==> src/rtl/timer3_map.vh <==
// Register layout and field positions of the timer control block
`ifndef TIMER3_MAP_VH
`define TIMER3_MAP_VH
`define CTRL_ADDR       8'h91
`define RLL_ADDR        8'h92
`define RLH_ADDR        8'h93
`define CNTL_ADDR       8'h94
`define CNTH_ADDR       8'h95
`define CTRL_RESET      8'h00
`define BIT_HFLAG       7
`define BIT_LFLAG       6
`define BIT_LIRQEN      5
`define BIT_CAPEN       4
`define BIT_SPLIT       3
`define BIT_RUN         2
`endif

==> src/rtl/timer3_control.v <==
// Third timer: control register, overflow flags, capture and split counting
`timescale 1ns/1ps
`default_nettype none
`include "timer3_map.vh"

//
// Contract
// RULE1 - Low overflow with enables raises interrupt
// RULE2 - Capture mode follows capture enable bit
// RULE3 - Capture event requests interrupt when enabled
// RULE4 - Capture copies full count into reloads
// RULE5 - Split bit selects two 8-bit counters
// RULE6 - Run gates high byte only in split
// RULE7 - Overflow reloads low byte from reload
// RULE8 - High flag sticky until software clears
module timer3_control (
	// Clock and reset
	input  wire       clk,
	input  wire       nrst,
	// Register port
	input  wire [7:0] regAddr,
	input  wire       regWr,
	input  wire [7:0] regWdata,
	output reg  [7:0] regRdata,
	// Timer events
	input  wire       countTick,
	input  wire       captureEvent,
	input  wire       timerIrqEnable,
	// Interrupt request
	output wire       irqRequest
);

	// ----------------------------------------
	// Reset synchroniser
	// ----------------------------------------
	reg rstMeta_reg;
	reg rstSync_reg;
	always @(posedge clk or negedge nrst) begin
		if (!nrst) begin
			rstMeta_reg <= 1'b0;
			rstSync_reg <= 1'b0;
		end else begin
			rstMeta_reg <= 1'b1;
			rstSync_reg <= rstMeta_reg;
		end
	end

	// ----------------------------------------
	// State
	// ----------------------------------------
	reg  [7:0] ctrl_reg;
	reg  [7:0] rll_reg;
	reg  [7:0] rlh_reg;
	reg  [7:0] cntL_reg;
	reg  [7:0] cntH_reg;
	reg        capPend_reg;

	// ----------------------------------------
	// Address decode
	// ----------------------------------------
	// Write strobe aimed at one register address
	function writeHit;
		input       wrStrobe;
		input [7:0] addr;
		input [7:0] target;
		begin
			writeHit = wrStrobe & (addr == target);
		end
	endfunction

	// Counter byte at its last value before wrapping
	function atTop;
		input [7:0] value;
		begin
			atTop = (value == 8'hff);
		end
	endfunction

	wire ctrlWr   = writeHit(regWr, regAddr, `CTRL_ADDR);
	wire rllWr    = writeHit(regWr, regAddr, `RLL_ADDR);
	wire rlhWr    = writeHit(regWr, regAddr, `RLH_ADDR);
	wire cntLWr   = writeHit(regWr, regAddr, `CNTL_ADDR);
	wire cntHWr   = writeHit(regWr, regAddr, `CNTH_ADDR);

	// ----------------------------------------
	// Mode and count enables
	// ----------------------------------------
	// RULE2 capture mode bit
	wire capMode  = ctrl_reg[`BIT_CAPEN];
	// RULE5 split mode bit
	wire split    = ctrl_reg[`BIT_SPLIT];
	wire run      = ctrl_reg[`BIT_RUN];
	// RULE6 run gates high only in split, both bytes otherwise
	wire lowRun   = countTick & (split | run);
	wire highRun  = countTick & run;
	wire lowOvf   = lowRun & atTop(cntL_reg);
	wire highOvf  = split ? (highRun & atTop(cntH_reg)) : (lowOvf & atTop(cntH_reg));
	wire capEvt   = capMode & captureEvent;

	// ----------------------------------------
	// Control and flags
	// ----------------------------------------
	reg  [7:0] ctrl_next;
	reg        capPend_next;

	// Hardware flag set wins over a same-cycle clear
	always @* begin
		ctrl_next    = ctrl_reg;
		capPend_next = capPend_reg;
		if (ctrlWr)
			ctrl_next = regWdata;
		// RULE8 sticky high flag
		if (highOvf)
			ctrl_next[`BIT_HFLAG] = 1'b1;
		// Low flag on every low overflow
		if (lowOvf)
			ctrl_next[`BIT_LFLAG] = 1'b1;
		// RULE3 capture request
		if (capEvt)
			capPend_next = 1'b1;
		else if (ctrlWr && !regWdata[`BIT_HFLAG])
			capPend_next = 1'b0;
	end

	always @(posedge clk or negedge rstSync_reg) begin
		if (!rstSync_reg) begin
			ctrl_reg    <= `CTRL_RESET;
			capPend_reg <= 1'b0;
		end else begin
			ctrl_reg    <= ctrl_next;
			capPend_reg <= capPend_next;
		end
	end

	// RULE1 low byte interrupt
	assign irqRequest = timerIrqEnable & (ctrl_reg[`BIT_HFLAG] | capPend_reg
		| (ctrl_reg[`BIT_LFLAG] & ctrl_reg[`BIT_LIRQEN]));

	// ----------------------------------------
	// Counters and reload registers
	// ----------------------------------------
	reg  [7:0] rll_next;
	reg  [7:0] rlh_next;
	reg  [7:0] cntL_next;
	reg  [7:0] cntH_next;

	// Counting and capture win over a same-cycle software write
	always @* begin
		rll_next  = rll_reg;
		rlh_next  = rlh_reg;
		cntL_next = cntL_reg;
		cntH_next = cntH_reg;
		// RULE4 capture copies count
		if (capEvt) begin
			rll_next = cntL_reg;
			rlh_next = cntH_reg;
		end else begin
			if (rllWr)
				rll_next = regWdata;
			if (rlhWr)
				rlh_next = regWdata;
		end
		// RULE7 low reload on overflow
		if (lowOvf && (split || highOvf))
			cntL_next = rll_reg;
		else if (lowRun)
			cntL_next = cntL_reg + 8'h01;
		else if (cntLWr)
			cntL_next = regWdata;
		// RULE5 split or cascaded high byte
		if (highOvf)
			cntH_next = rlh_reg;
		else if (split ? highRun : lowOvf)
			cntH_next = cntH_reg + 8'h01;
		else if (cntHWr)
			cntH_next = regWdata;
	end

	always @(posedge clk or negedge rstSync_reg) begin
		if (!rstSync_reg) begin
			rll_reg  <= 8'h00;
			rlh_reg  <= 8'h00;
			cntL_reg <= 8'h00;
			cntH_reg <= 8'h00;
		end else begin
			rll_reg  <= rll_next;
			rlh_reg  <= rlh_next;
			cntL_reg <= cntL_next;
			cntH_reg <= cntH_next;
		end
	end

	// ----------------------------------------
	// Read data
	// ----------------------------------------
	reg  [7:0] rdata_next;

	// Unmapped addresses read as zero
	always @* begin
		if (regAddr == `CTRL_ADDR)
			rdata_next = ctrl_reg;
		else if (regAddr == `RLL_ADDR)
			rdata_next = rll_reg;
		else if (regAddr == `RLH_ADDR)
			rdata_next = rlh_reg;
		else if (regAddr == `CNTL_ADDR)
			rdata_next = cntL_reg;
		else if (regAddr == `CNTH_ADDR)
			rdata_next = cntH_reg;
		else
			rdata_next = 8'h00;
	end

	// Read data registered one cycle after the address
	always @(posedge clk or negedge rstSync_reg) begin
		if (!rstSync_reg)
			regRdata <= 8'h00;
		else
			regRdata <= rdata_next;
	end

endmodule
`default_nettype wire

==> config.mk <==
export PLATFORM = sky130hd
export DESIGN_NAME = timer3_control
export DESIGN_NICKNAME = d
export VERILOG_FILES = /design/src/rtl/timer3_control.v
export VERILOG_INCLUDE_DIRS = /design/src /design/src/rtl
export SDC_FILE = /design/constraint.sdc
export NUM_CORES = 1
export LEC_CHECK = 0
export ABC_AREA = 1
export BUFFER_PORTS_ARGS = -buffer_cell sky130_fd_sc_hd__buf_2
export CORE_ASPECT_RATIO = 1.75
export CORE_MARGIN = 10
export CORE_UTILIZATION = 38
export DETAILED_ROUTE_END_ITERATION = 6
export GPL_ROUTABILITY_DRIVEN = 0
export PLACE_DENSITY = 0.61
export SYNTH_ARGS = -nofsm -noshare
export SYNTH_HDL_FRONTEND = slang
export SYNTH_SLANG_ARGS = --single-unit
==> constraint.sdc <==
create_clock -name clk -period 5 [get_ports clk]
set_clock_uncertainty 0.15 [all_clocks]
set_input_delay 0.25 -clock clk [delete_from_list [all_inputs] [get_ports clk]]
set_output_delay 0.25 -clock clk [all_outputs]
set_load 0.02 [all_outputs]
======== Word level (Yosys, flattened, before mapping) ========
Cells that the tools add are included.
word-level totals
  word-level logic and storage cells ...... 69
  flip-flop bits (word level) ............. 51
  output and inout bits ................... 9
  bits of input ports ..................... 22
operators by class
  eq/ne operators ......................... 7
  reductions and logical operators ........ 11
  mux-type cells .......................... 22
  add/sub/neg operators ................... 2
  bitwise logic cells ..................... 16
operators with widths
  cell                 number
  $mux 8               16
  $eq 8x8->1 const B   7
  $add 8x1->8 const B  2
  $and 1x1->1          13
  $reduce_bool 2->1    5
  $mux 1               6
  $reduce_bool 3->1    2
  $or 1x1->1           3
  $logic_and 1x1->1    2
  $logic_not 1->1      1
  $logic_or 1x1->1     1

======== Longest topological paths before layout ========
Gate-level depths: netlist of the first run.
  depth in word-level cells ............... 8
  depth in mapped cells ................... 12
  depth with buffers taken out ............ 12

======== Worst setup path before layout of the first run ========
OpenSTA, ideal clock, no wires.
  path kind ............................... flip-flop to flip-flop
  start ................................... reg cntL_reg[1]
  end ..................................... reg cntH_reg[1]
  cell stages (with the launch flop) ...... 12
  setup time .............................. 0.117 ns
  arrival ................................. 1.448 ns
  buffers on the path ..................... 1
  clock period less this slack ............ 1.715 ns
  data required time ...................... 4.733 ns
  slack ................................... 3.285 ns
  cells stage by stage .................... dfrtp_1 -> ha_1 -> nand2_2 -> nor2_2 -> nand2_2 -> nand2_4 -> nand2_4 -> nand2_4 -> buf_6 -> o21ai_1 -> o21ai_1 -> inv_1
on the way
  word-level cells in the longest chain between the ends .. 5
  elaborated cells between the ends (all ways) .. 8
  those cells by class .................... eq/ne (1); mux (4); bitwise (2); reduce/logical (1)
RTL lines
  what                                                   line                                       RTL
  start: declaration                                     timer3_control.v:54                        reg [7:0] cntL_reg;
  start signal: assignment                               timer3_control.v:188                       cntL_reg <= cntL_next;
  $eq 8x8->1 (*)                                         timer3_control.v:75                        atTop = (value == 8'hff);
  $and 1x1->1 (*)                                        timer3_control.v:96                        wire lowOvf = lowRun & atTop(cntL_reg);
  $and 1x1->1 or $mux 1 (tied branches)                  timer3_control.v:97, timer3_control.v:173
  $mux 1 or $mux 8 (tied branches)                       timer3_control.v:97, timer3_control.v:173
  $reduce_bool 3->1 (no line) or $mux 8 (tied branches)  --
  end signal: assignment                                 timer3_control.v:189                       cntH_reg <= cntH_next;
  end: declaration                                       timer3_control.v:55                        reg [7:0] cntH_reg;
Every way passes the cells marked *; elsewhere a longest branch is shown, timed or not.
A chain may end at the register's enable or synchronous reset.

======== Final worst setup path of the first run ========
  start ................................... reg cntL_reg[0]
  end ..................................... reg cntH_reg[7]
Same word-level chain as after synthesis.

==> impl_results.html, run 1 <==
<table>
<tr><th>Metric</th><th>Value</th></tr>
<tr><th colspan="2">Die</th></tr>
<tr><td>Core outline area</td><td>8020 um2</td></tr>
<tr><td>Row count</td><td>43</td></tr>
<tr><td>Initial core utilization</td><td>39.2%</td></tr>
<tr><td>Area of the die</td><td>12500 um2</td></tr>
<tr><td>Horizontal die dimension</td><td>88.8 um</td></tr>
<tr><td>Number of placed I/O pins</td><td>31</td></tr>
<tr><td>Overall die height</td><td>140 um</td></tr>
<tr><th colspan="2">Routing</th></tr>
<tr><td>DRC violation count after routing</td><td>0</td></tr>
<tr><td>1st-pass router iterations</td><td>4</td></tr>
<tr><td>Via count</td><td>2876</td></tr>
<tr><td>Via/cell ratio</td><td>5.22</td></tr>
<tr><td>Number of violations reported at the end of detailed-routing iteration 0</td><td>222</td></tr>
<tr><td>Avg WL per Cell</td><td>16.2 um</td></tr>
<tr><td>Remaining number of nets flagged by the antenna check after routing</td><td>0</td></tr>
<tr><td>Sum of routed wire length over all layers</td><td>8950 um</td></tr>
<tr><th colspan="2">Cells and area</th></tr>
<tr><td>Finished Cell Area</td><td>3500 um2</td></tr>
<tr><td>Most used cells in the layout excluding fill and tap cells</td><td>nand2_1 (129), inv_1 (55), dfrtp_1 (50)</td></tr>
<tr><td>Most common library cell in the layout ignoring fill and taps</td><td>nand2_1</td></tr>
<tr><td>Count of antenna diodes in the layout</td><td>0</td></tr>
<tr><td>Fin nets</td><td>484</td></tr>
<tr><td>Area growth syn-to-layout</td><td>11.1%</td></tr>
<tr><td>Finished Core Util</td><td>43.6%</td></tr>
<tr><td>Share of post-route cells with drive strength above 1</td><td>15.4%</td></tr>
<tr><th colspan="2">Logic synthesis</th></tr>
<tr><td>Most area-consuming cells after synthesis</td><td>dfrtp_1 (41%), nand2_1 (15%), inv_1 (6.6%)</td></tr>
<tr><td>Main combinational cell family by area after synthesis</td><td>simple AND/OR/NAND/NOR gates</td></tr>
<tr><td>Main flop type after synthesis</td><td>dfrtp_1</td></tr>
<tr><td>Part of the Yosys area used for sequential elements</td><td>40.6%</td></tr>
<tr><td>Count of mapped cells out of synthesis</td><td>429</td></tr>
<tr><td>Post-synth ARST share</td><td>100%</td></tr>
<tr><td>Total nets after synthesis</td><td>453</td></tr>
<tr><td>Portion of netlist area occupied by mux cells</td><td>0%</td></tr>
<tr><td>Library cells used by synthesis</td><td>35</td></tr>
<tr><td>Syn. warnings</td><td>0</td></tr>
<tr><td>Number of synthesized register bits</td><td>51</td></tr>
<tr><td>Number of enable flip-flop cells after synthesis</td><td>0</td></tr>
<tr><td>Simple-gate share of the synthesized area</td><td>34.0%</td></tr>
<tr><td>Post-synth top area cell</td><td>dfrtp_1</td></tr>
<tr><td>XOR/XNOR Fraction of Synth Area</td><td>1.95%</td></tr>
<tr><td>Share of Yosys cell area claimed by the top area cell type</td><td>40.6%</td></tr>
<tr><td>Synthesized area per cell</td><td>7.33 um2</td></tr>
<tr><td>Compound-Gate Fraction of Synth Area</td><td>13.4%</td></tr>
<tr><td>Synth Area in Adders</td><td>0.796%</td></tr>
<tr><td>Synthesized area</td><td>3150 um2</td></tr>
<tr><th colspan="2">STA</th></tr>
<tr><td>Final worst setup slack</td><td>2.88 ns</td></tr>
<tr><td>Transition time at the pin with the least slew margin</td><td>1.12 ns</td></tr>
<tr><td>Number of hold-slack violations in the final timing report</td><td>0</td></tr>
<tr><td>Maximum operating frequency</td><td>471 MHz</td></tr>
<tr><td>Hold slack</td><td>0.118 ns</td></tr>
<tr><td>Total Neg Setup Slack</td><td>0 ns</td></tr>
<tr><td>Post-layout minimum cycle time</td><td>2.12 ns</td></tr>
<tr><td>Unrepaired setup endpoints after global routing</td><td>no</td></tr>
<tr><td>Max_slew headroom</td><td>25.2%</td></tr>
<tr><td>Fin. max-slew vios</td><td>0</td></tr>
<tr><td>Number of setup violations in the final report</td><td>0</td></tr>
<tr><td>Crit share post-route</td><td>42.4%</td></tr>
<tr><th colspan="2">Run</th></tr>
<tr><td>Count of max-cap constraint violations</td><td>0</td></tr>
<tr><th colspan="2">Worst setup path</th></tr>
<tr><td>Slowest Stage Delay on Critical Path</td><td>0.48 ns</td></tr>
<tr><td>Kind of end point of the critical path</td><td>register</td></tr>
<tr><td>Cell family with the largest share of critical-path delay</td><td>simple AND/OR/NAND/NOR gates</td></tr>
<tr><td>Worst path cell trace</td><td>ha_1 -&gt; nand2_2 -&gt; nor2_2 -&gt; nand2_2 -&gt; a21oi_1 -&gt; nand4_1 -&gt; nand3_1 -&gt; nand2_1 -&gt; nand2_1</td></tr>
<tr><td>Arr. time, crit path</td><td>2.21 ns</td></tr>
<tr><td>Peak fanout along the critical path</td><td>5</td></tr>
<tr><td>Critical setup path kind</td><td>register to register</td></tr>
<tr><td>Required time of the critical path</td><td>5.09 ns</td></tr>
<tr><td>Crit start category</td><td>register</td></tr>
<tr><td>Combined buffer and inverter count along the critical path</td><td>0</td></tr>
<tr><td>Highest-delay cell along the critical path</td><td>dfrtp_1</td></tr>
<tr><th colspan="2">Power and ir drop</th></tr>
<tr><td>Static leakage</td><td>1.82 nW</td></tr>
<tr><td>Power per unit of standard cell area</td><td>332 nW/um2</td></tr>
<tr><td>Maximum resistive drop on vdd</td><td>193 uV</td></tr>
<tr><th colspan="2">Placement</th></tr>
<tr><td>Post-detailed-placement cell area</td><td>3350 um2</td></tr>
<tr><td>Dpl hpwl</td><td>7150 um</td></tr>
<tr><td>Number of buffers added on ports</td><td>30</td></tr>
<tr><td>Placement Setup Slack</td><td>2.94 ns</td></tr>
<tr><th colspan="2">Global route</th></tr>
<tr><td>Overall fraction of global-route tracks in use</td><td>14.9%</td></tr>
<tr><td>Vias in the first global route</td><td>2948</td></tr>
<tr><td>Met2 usage in global routing</td><td>27.2%</td></tr>
<tr><td>Met3 GRT Util</td><td>2.38%</td></tr>
<tr><td>Wire length of the first global-routing pass</td><td>14500 um</td></tr>
<tr><td>Antenna violations before repair</td><td>0</td></tr>
<tr><td>Most used routing layer in global routing</td><td>met2</td></tr>
<tr><td>Largest net degree at the start of global routing</td><td>50</td></tr>
<tr><td>Residual overflow from global routing</td><td>0</td></tr>
<tr><td>Global-route met1 utilization</td><td>14.7%</td></tr>
<tr><th colspan="2">CTS</th></tr>
<tr><td>Post-CTS setup buffer count</td><td>0</td></tr>
<tr><td>Htree depth</td><td>2</td></tr>
<tr><td>Insertion delay to the later sink of the worst-skew pair</td><td>0.29 ns</td></tr>
<tr><td>Buffer cell driving the clock tree root</td><td>clkbuf_16</td></tr>
<tr><td>Clock transition at the registers of the reported paths</td><td>0.07 ns</td></tr>
<tr><td>Number of buffers inserted by hold repair at cts</td><td>1</td></tr>
<tr><td>CTS buffer count</td><td>5</td></tr>
<tr><td>Clock Tree Buf Depth</td><td>2</td></tr>
<tr><td>Clock tree from TritonCTS</td><td>built</td></tr>
<tr><td>Total number of clock tree sinks</td><td>51</td></tr>
<tr><td>PostCTS Resize Cnt</td><td>0</td></tr>
<tr><th colspan="2">Run status</th></tr>
<tr><td>Result of the run</td><td>completed</td></tr>
<tr><th colspan="2">Hold path</th></tr>
<tr><td>Min-delay worst type</td><td>input pin to async pin</td></tr>
</table>
through the flow:
step | total power, mW | std cells
floorplan | 0.747 | 429
global placement | 0.819 | 542
detailed placement | 0.829 | 542
CTS | 1.17 | 551
global route | 1.23 | 551
finish | 1.16 | 551
cell usage after synthesis (all sizes together) (2+ instances only):
library cell,number
nand2,138
inv,58
nor2,53
dfrtp,51
o21ai,45
nand3,37
o22ai,11
buf,7
xor2,6
nand4,5
o211ai,4
a21oi,3
a31oi,2
ha,2
nor3,2
worst paths after layout:
kind / start / end / slack [ns] / depth (start not counted)
max in group asynchronous: rstSync_reg$_DFF_PN0_ / ctrl_reg[0]$_DFFE_PN0P_ / 3.67 / 0
worst min register to register: rstMeta_reg$_DFF_PN0_ / rstSync_reg$_DFF_PN0_ / 0.21 / 0
worst min-delay path: nrst / rstSync_reg$_DFF_PN0_ / 0.12 / 2
worst max register to register: cntL_reg[0]$_DFFE_PN0P_ / cntH_reg[7]$_DFFE_PN0P_ / 2.88 / 9
worst max-delay path: cntL_reg[0]$_DFFE_PN0P_ / cntH_reg[7]$_DFFE_PN0P_ / 2.88 / 9
min in group clk: regWdata[1] / cntH_reg[1]$_DFFE_PN0P_ / 0.13 / 5
metal layers:
| layer | share of wire [%] | up-vias |
|---|---|---|
| li1 | - | 1434 |
| met1 | 37 | 1329 |
| met2 | 55 | 80 |
| met3 | 3.5 | 33 |
| met4 | 4.9 | 0 |
| met5 | 0 | - |
worst reg2reg max path: stages (launching register included):
cell and delay (ns):
dfrtp_1 0.48, ha_1 0.26, nand2_2 0.07, nor2_2 0.14, nand2_2 0.13, a21oi_1 0.40, nand4_1 0.23, nand3_1 0.12
nand2_1 0.05, nand2_1 0.05
final cells by class:
cell class | instances | area, um2
inverter | 59 | 226
tap | 90 | 113
clock inverter | 1 | 5.00
clock buffer | 7 | 133
sequential | 51 | 1280
fill | 836 | 4520
timing repair buffer | 31 | 160
multi-input combinational | 312 | 1580
logic make-up after synthesis:
family	after synthesis
xor+xnor	7
simple gates	236
fa+ha+maj	2
other cells	1
compound gates	66
flops	51
buf+inv	66
where the power goes:
group | internal, mW | total [mW] | leakage, nW | switching [mW]
combinational | 0.0852 | 0.231 | 1.11 | 0.146
sequential | 0.495 | 0.594 | 0.647 | 0.0984
clock | 0.185 | 0.336 | 0.0679 | 0.150
total | 0.766 | 1.16 | 1.82 | 0.394
(Power assumes the default switching activity.)
==> inputs of run 2 (changes only) <==
==> constraint.sdc (replaced) <==
create_clock -name clk -period 2.1 [get_ports clk]
set_clock_uncertainty 0.15 [all_clocks]
set_input_delay 0.105 -clock clk [delete_from_list [all_inputs] [get_ports clk]]
set_output_delay 0.105 -clock clk [all_outputs]
set_load 0.02 [all_outputs]
==> impl_results.html, run 2 (synthesis results as in run 1) <==
<table>
<tr><th>Metric</th><th>Value</th></tr>
<tr><th colspan="2">Routing</th></tr>
<tr><td>Remaining number of nets flagged by the antenna check after routing</td><td>0</td></tr>
<tr><td>1st-pass router iterations</td><td>6</td></tr>
<tr><td>Via count</td><td>2897</td></tr>
<tr><td>Sum of routed wire length over all layers</td><td>9260 um</td></tr>
<tr><td>Avg WL per Cell</td><td>16.4 um</td></tr>
<tr><td>Via/cell ratio</td><td>5.15</td></tr>
<tr><td>DRC violation count after routing</td><td>0</td></tr>
<tr><td>Number of violations reported at the end of detailed-routing iteration 0</td><td>218</td></tr>
<tr><th colspan="2">CTS</th></tr>
<tr><td>Clock transition at the registers of the reported paths</td><td>0.07 ns</td></tr>
<tr><td>Clock Tree Buf Depth</td><td>2</td></tr>
<tr><td>Total number of clock tree sinks</td><td>51</td></tr>
<tr><td>Htree depth</td><td>2</td></tr>
<tr><td>Clock tree from TritonCTS</td><td>built</td></tr>
<tr><td>Buffer cell driving the clock tree root</td><td>clkbuf_16</td></tr>
<tr><td>CTS buffer count</td><td>5</td></tr>
<tr><td>Insertion delay to the later sink of the worst-skew pair</td><td>0.29 ns</td></tr>
<tr><th colspan="2">Cells and area</th></tr>
<tr><td>Count of antenna diodes in the layout</td><td>0</td></tr>
<tr><td>Finished Layout Cells</td><td>563</td></tr>
<tr><td>Most common library cell in the layout ignoring fill and taps</td><td>nand2_1</td></tr>
<tr><td>Most used cells in the layout excluding fill and tap cells</td><td>nand2_1 (129), inv_1 (55), dfrtp_1 (50)</td></tr>
<tr><td>Fin nets</td><td>496</td></tr>
<tr><td>Share of post-route cells with drive strength above 1</td><td>17.3%</td></tr>
<tr><td>Area growth syn-to-layout</td><td>15.2%</td></tr>
<tr><th colspan="2">Run status</th></tr>
<tr><td>Result of the run</td><td>complete, but fails checks</td></tr>
<tr><td>Violated checks</td><td>negative hold slack</td></tr>
<tr><th colspan="2">STA</th></tr>
<tr><td>Transition time at the pin with the least slew margin</td><td>0.518 ns</td></tr>
<tr><td>Max_slew headroom</td><td>65.4%</td></tr>
<tr><td>Post-layout minimum cycle time</td><td>1.91 ns</td></tr>
<tr><td>Maximum operating frequency</td><td>524 MHz</td></tr>
<tr><td>Total Neg Setup Slack</td><td>0 ns</td></tr>
<tr><td>Crit share post-route</td><td>90.8%</td></tr>
<tr><td>Unrepaired setup endpoints after global routing</td><td>no</td></tr>
<tr><td>Fin. max-slew vios</td><td>0</td></tr>
<tr><td>Number of hold-slack violations in the final timing report</td><td>1</td></tr>
<tr><td>Hold slack</td><td>-0.00247 ns</td></tr>
<tr><td>Number of setup violations in the final report</td><td>0</td></tr>
<tr><th colspan="2">Worst setup path</th></tr>
<tr><td>Kind of end point of the critical path</td><td>register</td></tr>
<tr><td>Crit start category</td><td>register</td></tr>
<tr><td>Arr. time, crit path</td><td>1.99 ns</td></tr>
<tr><td>Critical setup path kind</td><td>register to register</td></tr>
<tr><td>Peak fanout along the critical path</td><td>9</td></tr>
<tr><td>Required time of the critical path</td><td>2.18 ns</td></tr>
<tr><th colspan="2">Power and ir drop</th></tr>
<tr><td>Static leakage</td><td>1.89 nW</td></tr>
<tr><td>Maximum resistive drop on vdd</td><td>504 uV</td></tr>
<tr><td>Power per unit of standard cell area</td><td>798 nW/um2</td></tr>
<tr><th colspan="2">Global route</th></tr>
<tr><td>Most used routing layer in global routing</td><td>met2</td></tr>
<tr><td>Antenna violations before repair</td><td>0</td></tr>
<tr><td>Overall fraction of global-route tracks in use</td><td>15.7%</td></tr>
<tr><td>Largest net degree at the start of global routing</td><td>21</td></tr>
<tr><td>Vias in the first global route</td><td>2949</td></tr>
<tr><td>Wire length of the first global-routing pass</td><td>15300 um</td></tr>
<tr><td>Met2 usage in global routing</td><td>29.2%</td></tr>
<tr><td>Met3 GRT Util</td><td>2.09%</td></tr>
<tr><td>Residual overflow from global routing</td><td>0</td></tr>
<tr><td>Global-route met1 utilization</td><td>16.5%</td></tr>
<tr><th colspan="2">Die</th></tr>
<tr><td>Horizontal die dimension</td><td>88.8 um</td></tr>
<tr><td>Initial core utilization</td><td>39.2%</td></tr>
<tr><td>Area of the die</td><td>12500 um2</td></tr>
<tr><td>Number of placed I/O pins</td><td>31</td></tr>
<tr><td>Core outline area</td><td>8020 um2</td></tr>
<tr><td>Overall die height</td><td>140 um</td></tr>
<tr><td>Row count</td><td>43</td></tr>
<tr><th colspan="2">Placement</th></tr>
<tr><td>Total instance count after detailed placement</td><td>550</td></tr>
<tr><td>Dpl hpwl</td><td>7530 um</td></tr>
<tr><td>Number of buffers added on ports</td><td>30</td></tr>
<tr><th colspan="2">Run</th></tr>
<tr><td>Count of max-cap constraint violations</td><td>0</td></tr>
<tr><th colspan="2">Hold path</th></tr>
<tr><td>Min-delay worst type</td><td>input pin to register</td></tr>
</table>
[run 2: worst max-delay path: stages (launching register included)]
cell	delay, ns
dfrtp_1	0.43
ha_1	0.24
nand2_2	0.07
nor2_2	0.11
nand2_2	0.13
nand2_4	0.11
nand3_4	0.12
nand2_4	0.14
nand2_4	0.07
nand2_1	0.07
nand3_1	0.10
nand2_1	0.09
[run 2: report_power, final]
| part | switching [mW] | total, mW | leakage (nW) | internal (mW) |
|---|---|---|---|---|
| Clock | 0.364 | 0.872 | 0.0761 | 0.507 |
| Combinational | 0.407 | 0.643 | 1.16 | 0.236 |
| Sequential | 0.198 | 1.38 | 0.647 | 1.18 |
| Total | 0.969 | 2.89 | 1.89 | 1.92 |
[run 2: per-stage QoR]
stage / util, % / setup slack, ns / total power, mW / hold slack (ns) / cell area (um2)
floorplan: - / 0.385 / 1.78 / -0.341 / 3150
global placement: 42.5 / 0.272 / 2.01 / -0.260 / 3410
detailed placement: 42.5 / 0.198 / 2.03 / -0.257 / 3410
CTS: 45.1 / 0.172 / 2.91 / 0.00204 / 3620
global route: 45.2 / 0.00169 / 3.05 / 0.0109 / 3620
finish: 45.2 / 0.192 / 2.89 / -0.00247 / 3620
[run 2: per-layer routing]
layer	share of wire, %	routed length [um]	up-vias
li1	-	-	1452
met5	0	0	-
met3	2.8	256	22
met4	3.3	307	0
met2	56	5150	65
met1	38	3550	1358
[run 2: worst paths after layout]
check	from	endpoint	slack [ns]	depth (start not counted)
hold / removal	regWdata[1]	cntH_reg[1]$_DFFE_PN0P_	-0.002	5
setup reg to reg	cntL_reg[1]$_DFFE_PN0P_	cntL_reg[0]$_DFFE_PN0P_	0.19	11
setup / recovery	cntL_reg[1]$_DFFE_PN0P_	cntL_reg[0]$_DFFE_PN0P_	0.19	11
min in group asynchronous	rstSync_reg$_DFF_PN0_	ctrl_reg[1]$_DFFE_PN0P_	0.05	0
hold reg to reg	rstSync_reg$_DFF_PN0_	ctrl_reg[1]$_DFFE_PN0P_	0.05	0
max in group asynchronous	nrst	rstSync_reg$_DFF_PN0_	1.15	3
[run 2: final cells by class]
cell class              instances  area (um2)
clock inverters                 1        7.51
well taps                      90         113
clock buffers                   7         153
fillers                       809        4390
multi-input cells             312        1590
flip-flops and latches         51        1280
repair buffers                 43         260
inverters                      59         226
[run 2: timing repair]
action                                  in CTS  in global routing
setup buffers                                0                  0
gates resized for setup                      0                  1
hold endpoints to repair                     5                  0
hold buffers                                 5                  0
endpoints found under the setup margin       0                  1
==> inputs of run 3 (changes only) <==
--- a/config.mk
+++ b/config.mk
@@ -13,7 +13,7 @@
 export CORE_UTILIZATION = 38
 export DETAILED_ROUTE_END_ITERATION = 6
 export GPL_ROUTABILITY_DRIVEN = 0
-export PLACE_DENSITY = 0.61
+export PLACE_DENSITY = 0.64
 export SYNTH_ARGS = -nofsm -noshare
 export SYNTH_HDL_FRONTEND = slang
 export SYNTH_SLANG_ARGS = --single-unit
==> impl_results.html, run 3 (synthesis results as in run 1) <==
<table>
<tr><th>Metric</th><th>Value</th></tr>
<tr><th colspan="2">Run status</th></tr>
<tr><td>Result of the run</td><td>completed</td></tr>
<tr><th colspan="2">Die</th></tr>
<tr><td>Overall die height</td><td>140 um</td></tr>
<tr><td>Horizontal die dimension</td><td>88.8 um</td></tr>
<tr><td>Area of the die</td><td>12500 um2</td></tr>
<tr><td>Number of placed I/O pins</td><td>31</td></tr>
<tr><td>Row count</td><td>43</td></tr>
<tr><td>Initial core utilization</td><td>39.2%</td></tr>
<tr><td>Core outline area</td><td>8020 um2</td></tr>
<tr><th colspan="2">Cells and area</th></tr>
<tr><td>Most common library cell in the layout ignoring fill and taps</td><td>nand2_1</td></tr>
<tr><td>Fin nets</td><td>499</td></tr>
<tr><td>Most used cells in the layout excluding fill and tap cells</td><td>nand2_1 (129), inv_1 (55), nor2_1 (49), dfrtp_1 (49), nand3_1 (36)</td></tr>
<tr><td>Count of antenna diodes in the layout</td><td>0</td></tr>
<tr><td>Finished Layout Cells</td><td>566</td></tr>
<tr><td>Area growth syn-to-layout</td><td>15.4%</td></tr>
<tr><td>Share of post-route cells with drive strength above 1</td><td>16.6%</td></tr>
<tr><th colspan="2">Worst setup path</th></tr>
<tr><td>Arr. time, crit path</td><td>1.97 ns</td></tr>
<tr><td>Kind of end point of the critical path</td><td>register</td></tr>
<tr><td>Crit start category</td><td>register</td></tr>
<tr><td>Critical setup path kind</td><td>register to register</td></tr>
<tr><td>Peak fanout along the critical path</td><td>5</td></tr>
<tr><td>Required time of the critical path</td><td>2.13 ns</td></tr>
<tr><th colspan="2">STA</th></tr>
<tr><td>Fin. max-slew vios</td><td>0</td></tr>
<tr><td>Unrepaired setup endpoints after global routing</td><td>no</td></tr>
<tr><td>Total Neg Setup Slack</td><td>0 ns</td></tr>
<tr><td>Number of setup violations in the final report</td><td>0</td></tr>
<tr><td>Number of hold-slack violations in the final timing report</td><td>0</td></tr>
<tr><td>Hold slack</td><td>0.0123 ns</td></tr>
<tr><td>Crit share post-route</td><td>92.4%</td></tr>
<tr><td>Maximum operating frequency</td><td>515 MHz</td></tr>
<tr><td>Transition time at the pin with the least slew margin</td><td>0.514 ns</td></tr>
<tr><td>Post-layout minimum cycle time</td><td>1.94 ns</td></tr>
<tr><td>Max_slew headroom</td><td>65.7%</td></tr>
<tr><th colspan="2">Routing</th></tr>
<tr><td>Total met2 wirelength after detailed routing</td><td>5170 um</td></tr>
<tr><td>Remaining number of nets flagged by the antenna check after routing</td><td>0</td></tr>
<tr><td>Sum of met3 wire segment lengths after detailed routing</td><td>314 um</td></tr>
<tr><td>Number of violations reported at the end of detailed-routing iteration 0</td><td>213</td></tr>
<tr><td>Max layer used</td><td>met4</td></tr>
<tr><td>Sum of routed wire length over all layers</td><td>9210 um</td></tr>
<tr><td>Avg WL per Cell</td><td>16.3 um</td></tr>
<tr><td>Via/cell ratio</td><td>5.24</td></tr>
<tr><td>Detailed-routing wirelength on met1</td><td>3370 um</td></tr>
<tr><td>1st-pass router iterations</td><td>5</td></tr>
<tr><td>DRC violation count after routing</td><td>0</td></tr>
<tr><td>Via count</td><td>2966</td></tr>
<tr><th colspan="2">CTS</th></tr>
<tr><td>Buffer cell driving the clock tree root</td><td>clkbuf_16</td></tr>
<tr><td>Insertion delay to the later sink of the worst-skew pair</td><td>0.30 ns</td></tr>
<tr><td>CTS buffer count</td><td>5</td></tr>
<tr><td>Clock tree from TritonCTS</td><td>built</td></tr>
<tr><td>Clock Tree Buf Depth</td><td>2</td></tr>
<tr><td>Htree depth</td><td>2</td></tr>
<tr><td>Clock transition at the registers of the reported paths</td><td>0.06 ns</td></tr>
<tr><td>Post-CTS setup buffer count</td><td>0</td></tr>
<tr><td>Total number of clock tree sinks</td><td>51</td></tr>
<tr><th colspan="2">Global route</th></tr>
<tr><td>Wire length of the first global-routing pass</td><td>15300 um</td></tr>
<tr><td>Overall fraction of global-route tracks in use</td><td>15.6%</td></tr>
<tr><td>Vias in the first global route</td><td>3073</td></tr>
<tr><td>Largest net degree at the start of global routing</td><td>24</td></tr>
<tr><td>Antenna violations before repair</td><td>0</td></tr>
<tr><td>Residual overflow from global routing</td><td>0</td></tr>
<tr><th colspan="2">Power and ir drop</th></tr>
<tr><td>Maximum resistive drop on vdd</td><td>532 uV</td></tr>
<tr><td>Power per unit of standard cell area</td><td>775 nW/um2</td></tr>
<tr><td>Overall power consumption</td><td>2.81 mW</td></tr>
<tr><td>Static leakage</td><td>1.89 nW</td></tr>
<tr><th colspan="2">Run</th></tr>
<tr><td>Count of max-cap constraint violations</td><td>0</td></tr>
<tr><th colspan="2">Hold path</th></tr>
<tr><td>Min-delay worst type</td><td>input pin to register</td></tr>
<tr><th colspan="2">Placement</th></tr>
<tr><td>Total instance count after detailed placement</td><td>549</td></tr>
<tr><td>Number of buffers added on ports</td><td>30</td></tr>
<tr><td>Dpl hpwl</td><td>7370 um</td></tr>
</table>
-- run 3: layout make-up --
cell class / instances / area, um2
fillers: 820 / 4390
multi-input cells: 312 / 1580
clock inverters: 1 / 5.00
well taps: 90 / 113
clock buffers: 7 / 133
flip-flops and latches: 51 / 1280
repair buffers: 46 / 293
inverters: 59 / 226
-- run 3: critical path, cell delays in order, from the launching register on --
cell and delay [ns]:
dfrtp_1 0.42, ha_1 0.24, nand2_2 0.07, nor2_2 0.12, nand2_2 0.12, a21oi_1 0.37, o22ai_1 0.14, nor2_1 0.13
nor2_1 0.06
-- run 3: path summary, 6_finish.rpt --
path	startpoint	end	slack, ns	depth (start not counted)
worst max-delay path	cntL_reg[0]$_DFFE_PN0P_	cntH_reg[3]$_DFFE_PN0P_	0.16	8
worst min-delay path	regWdata[7]	capPend_reg$_DFFE_PN0P_	0.01	3
worst max register to register	cntL_reg[0]$_DFFE_PN0P_	cntH_reg[3]$_DFFE_PN0P_	0.16	8
worst min register to register	rstSync_reg$_DFF_PN0_	rll_reg[1]$_DFFE_PN0P_	0.11	1
max in group asynchronous	rstSync_reg$_DFF_PN0_	ctrl_reg[4]$_DFFE_PN0P_	1.00	1
min in group asynchronous	rstSync_reg$_DFF_PN0_	rll_reg[1]$_DFFE_PN0P_	0.11	1
-- run 3: per-layer routing --
layer / up-vias / global-route usage (%)
met5: - / 0
met4: 0 / 8.55
met3: 21 / 2.44
met2: 79 / 28.5
met1: 1403 / 16.1
li1: 1463 / -
-- run 3: power breakdown --
group	internal (mW)	leakage [nW]	switching [mW]
clock network	0.441	0.0679	0.355
logic	0.231	1.17	0.399
registers	1.18	0.645	0.204
total	1.85	1.89	0.959
-- run 3: what timing repair did --
action / CTS / global route
hold endpoints to repair: 15 / 0
hold buffers: 9 / 0
endpoints found under the setup margin: 0 / 4
gates resized for setup: 0 / 1
-- run 3: through the flow --
step / instance area, um2 / worst slack (ns) / utilization [%]
2_1_floorplan: 3150 / 0.385 / -
3_3_place_gp: 3400 / 0.266 / 42.4
3_5_place_dp: 3400 / 0.198 / 42.4
4_1_cts: 3630 / 0.175 / 45.3
5_1_grt: 3630 / 0.0000675 / 45.3
6_report: 3630 / 0.160 / 45.3
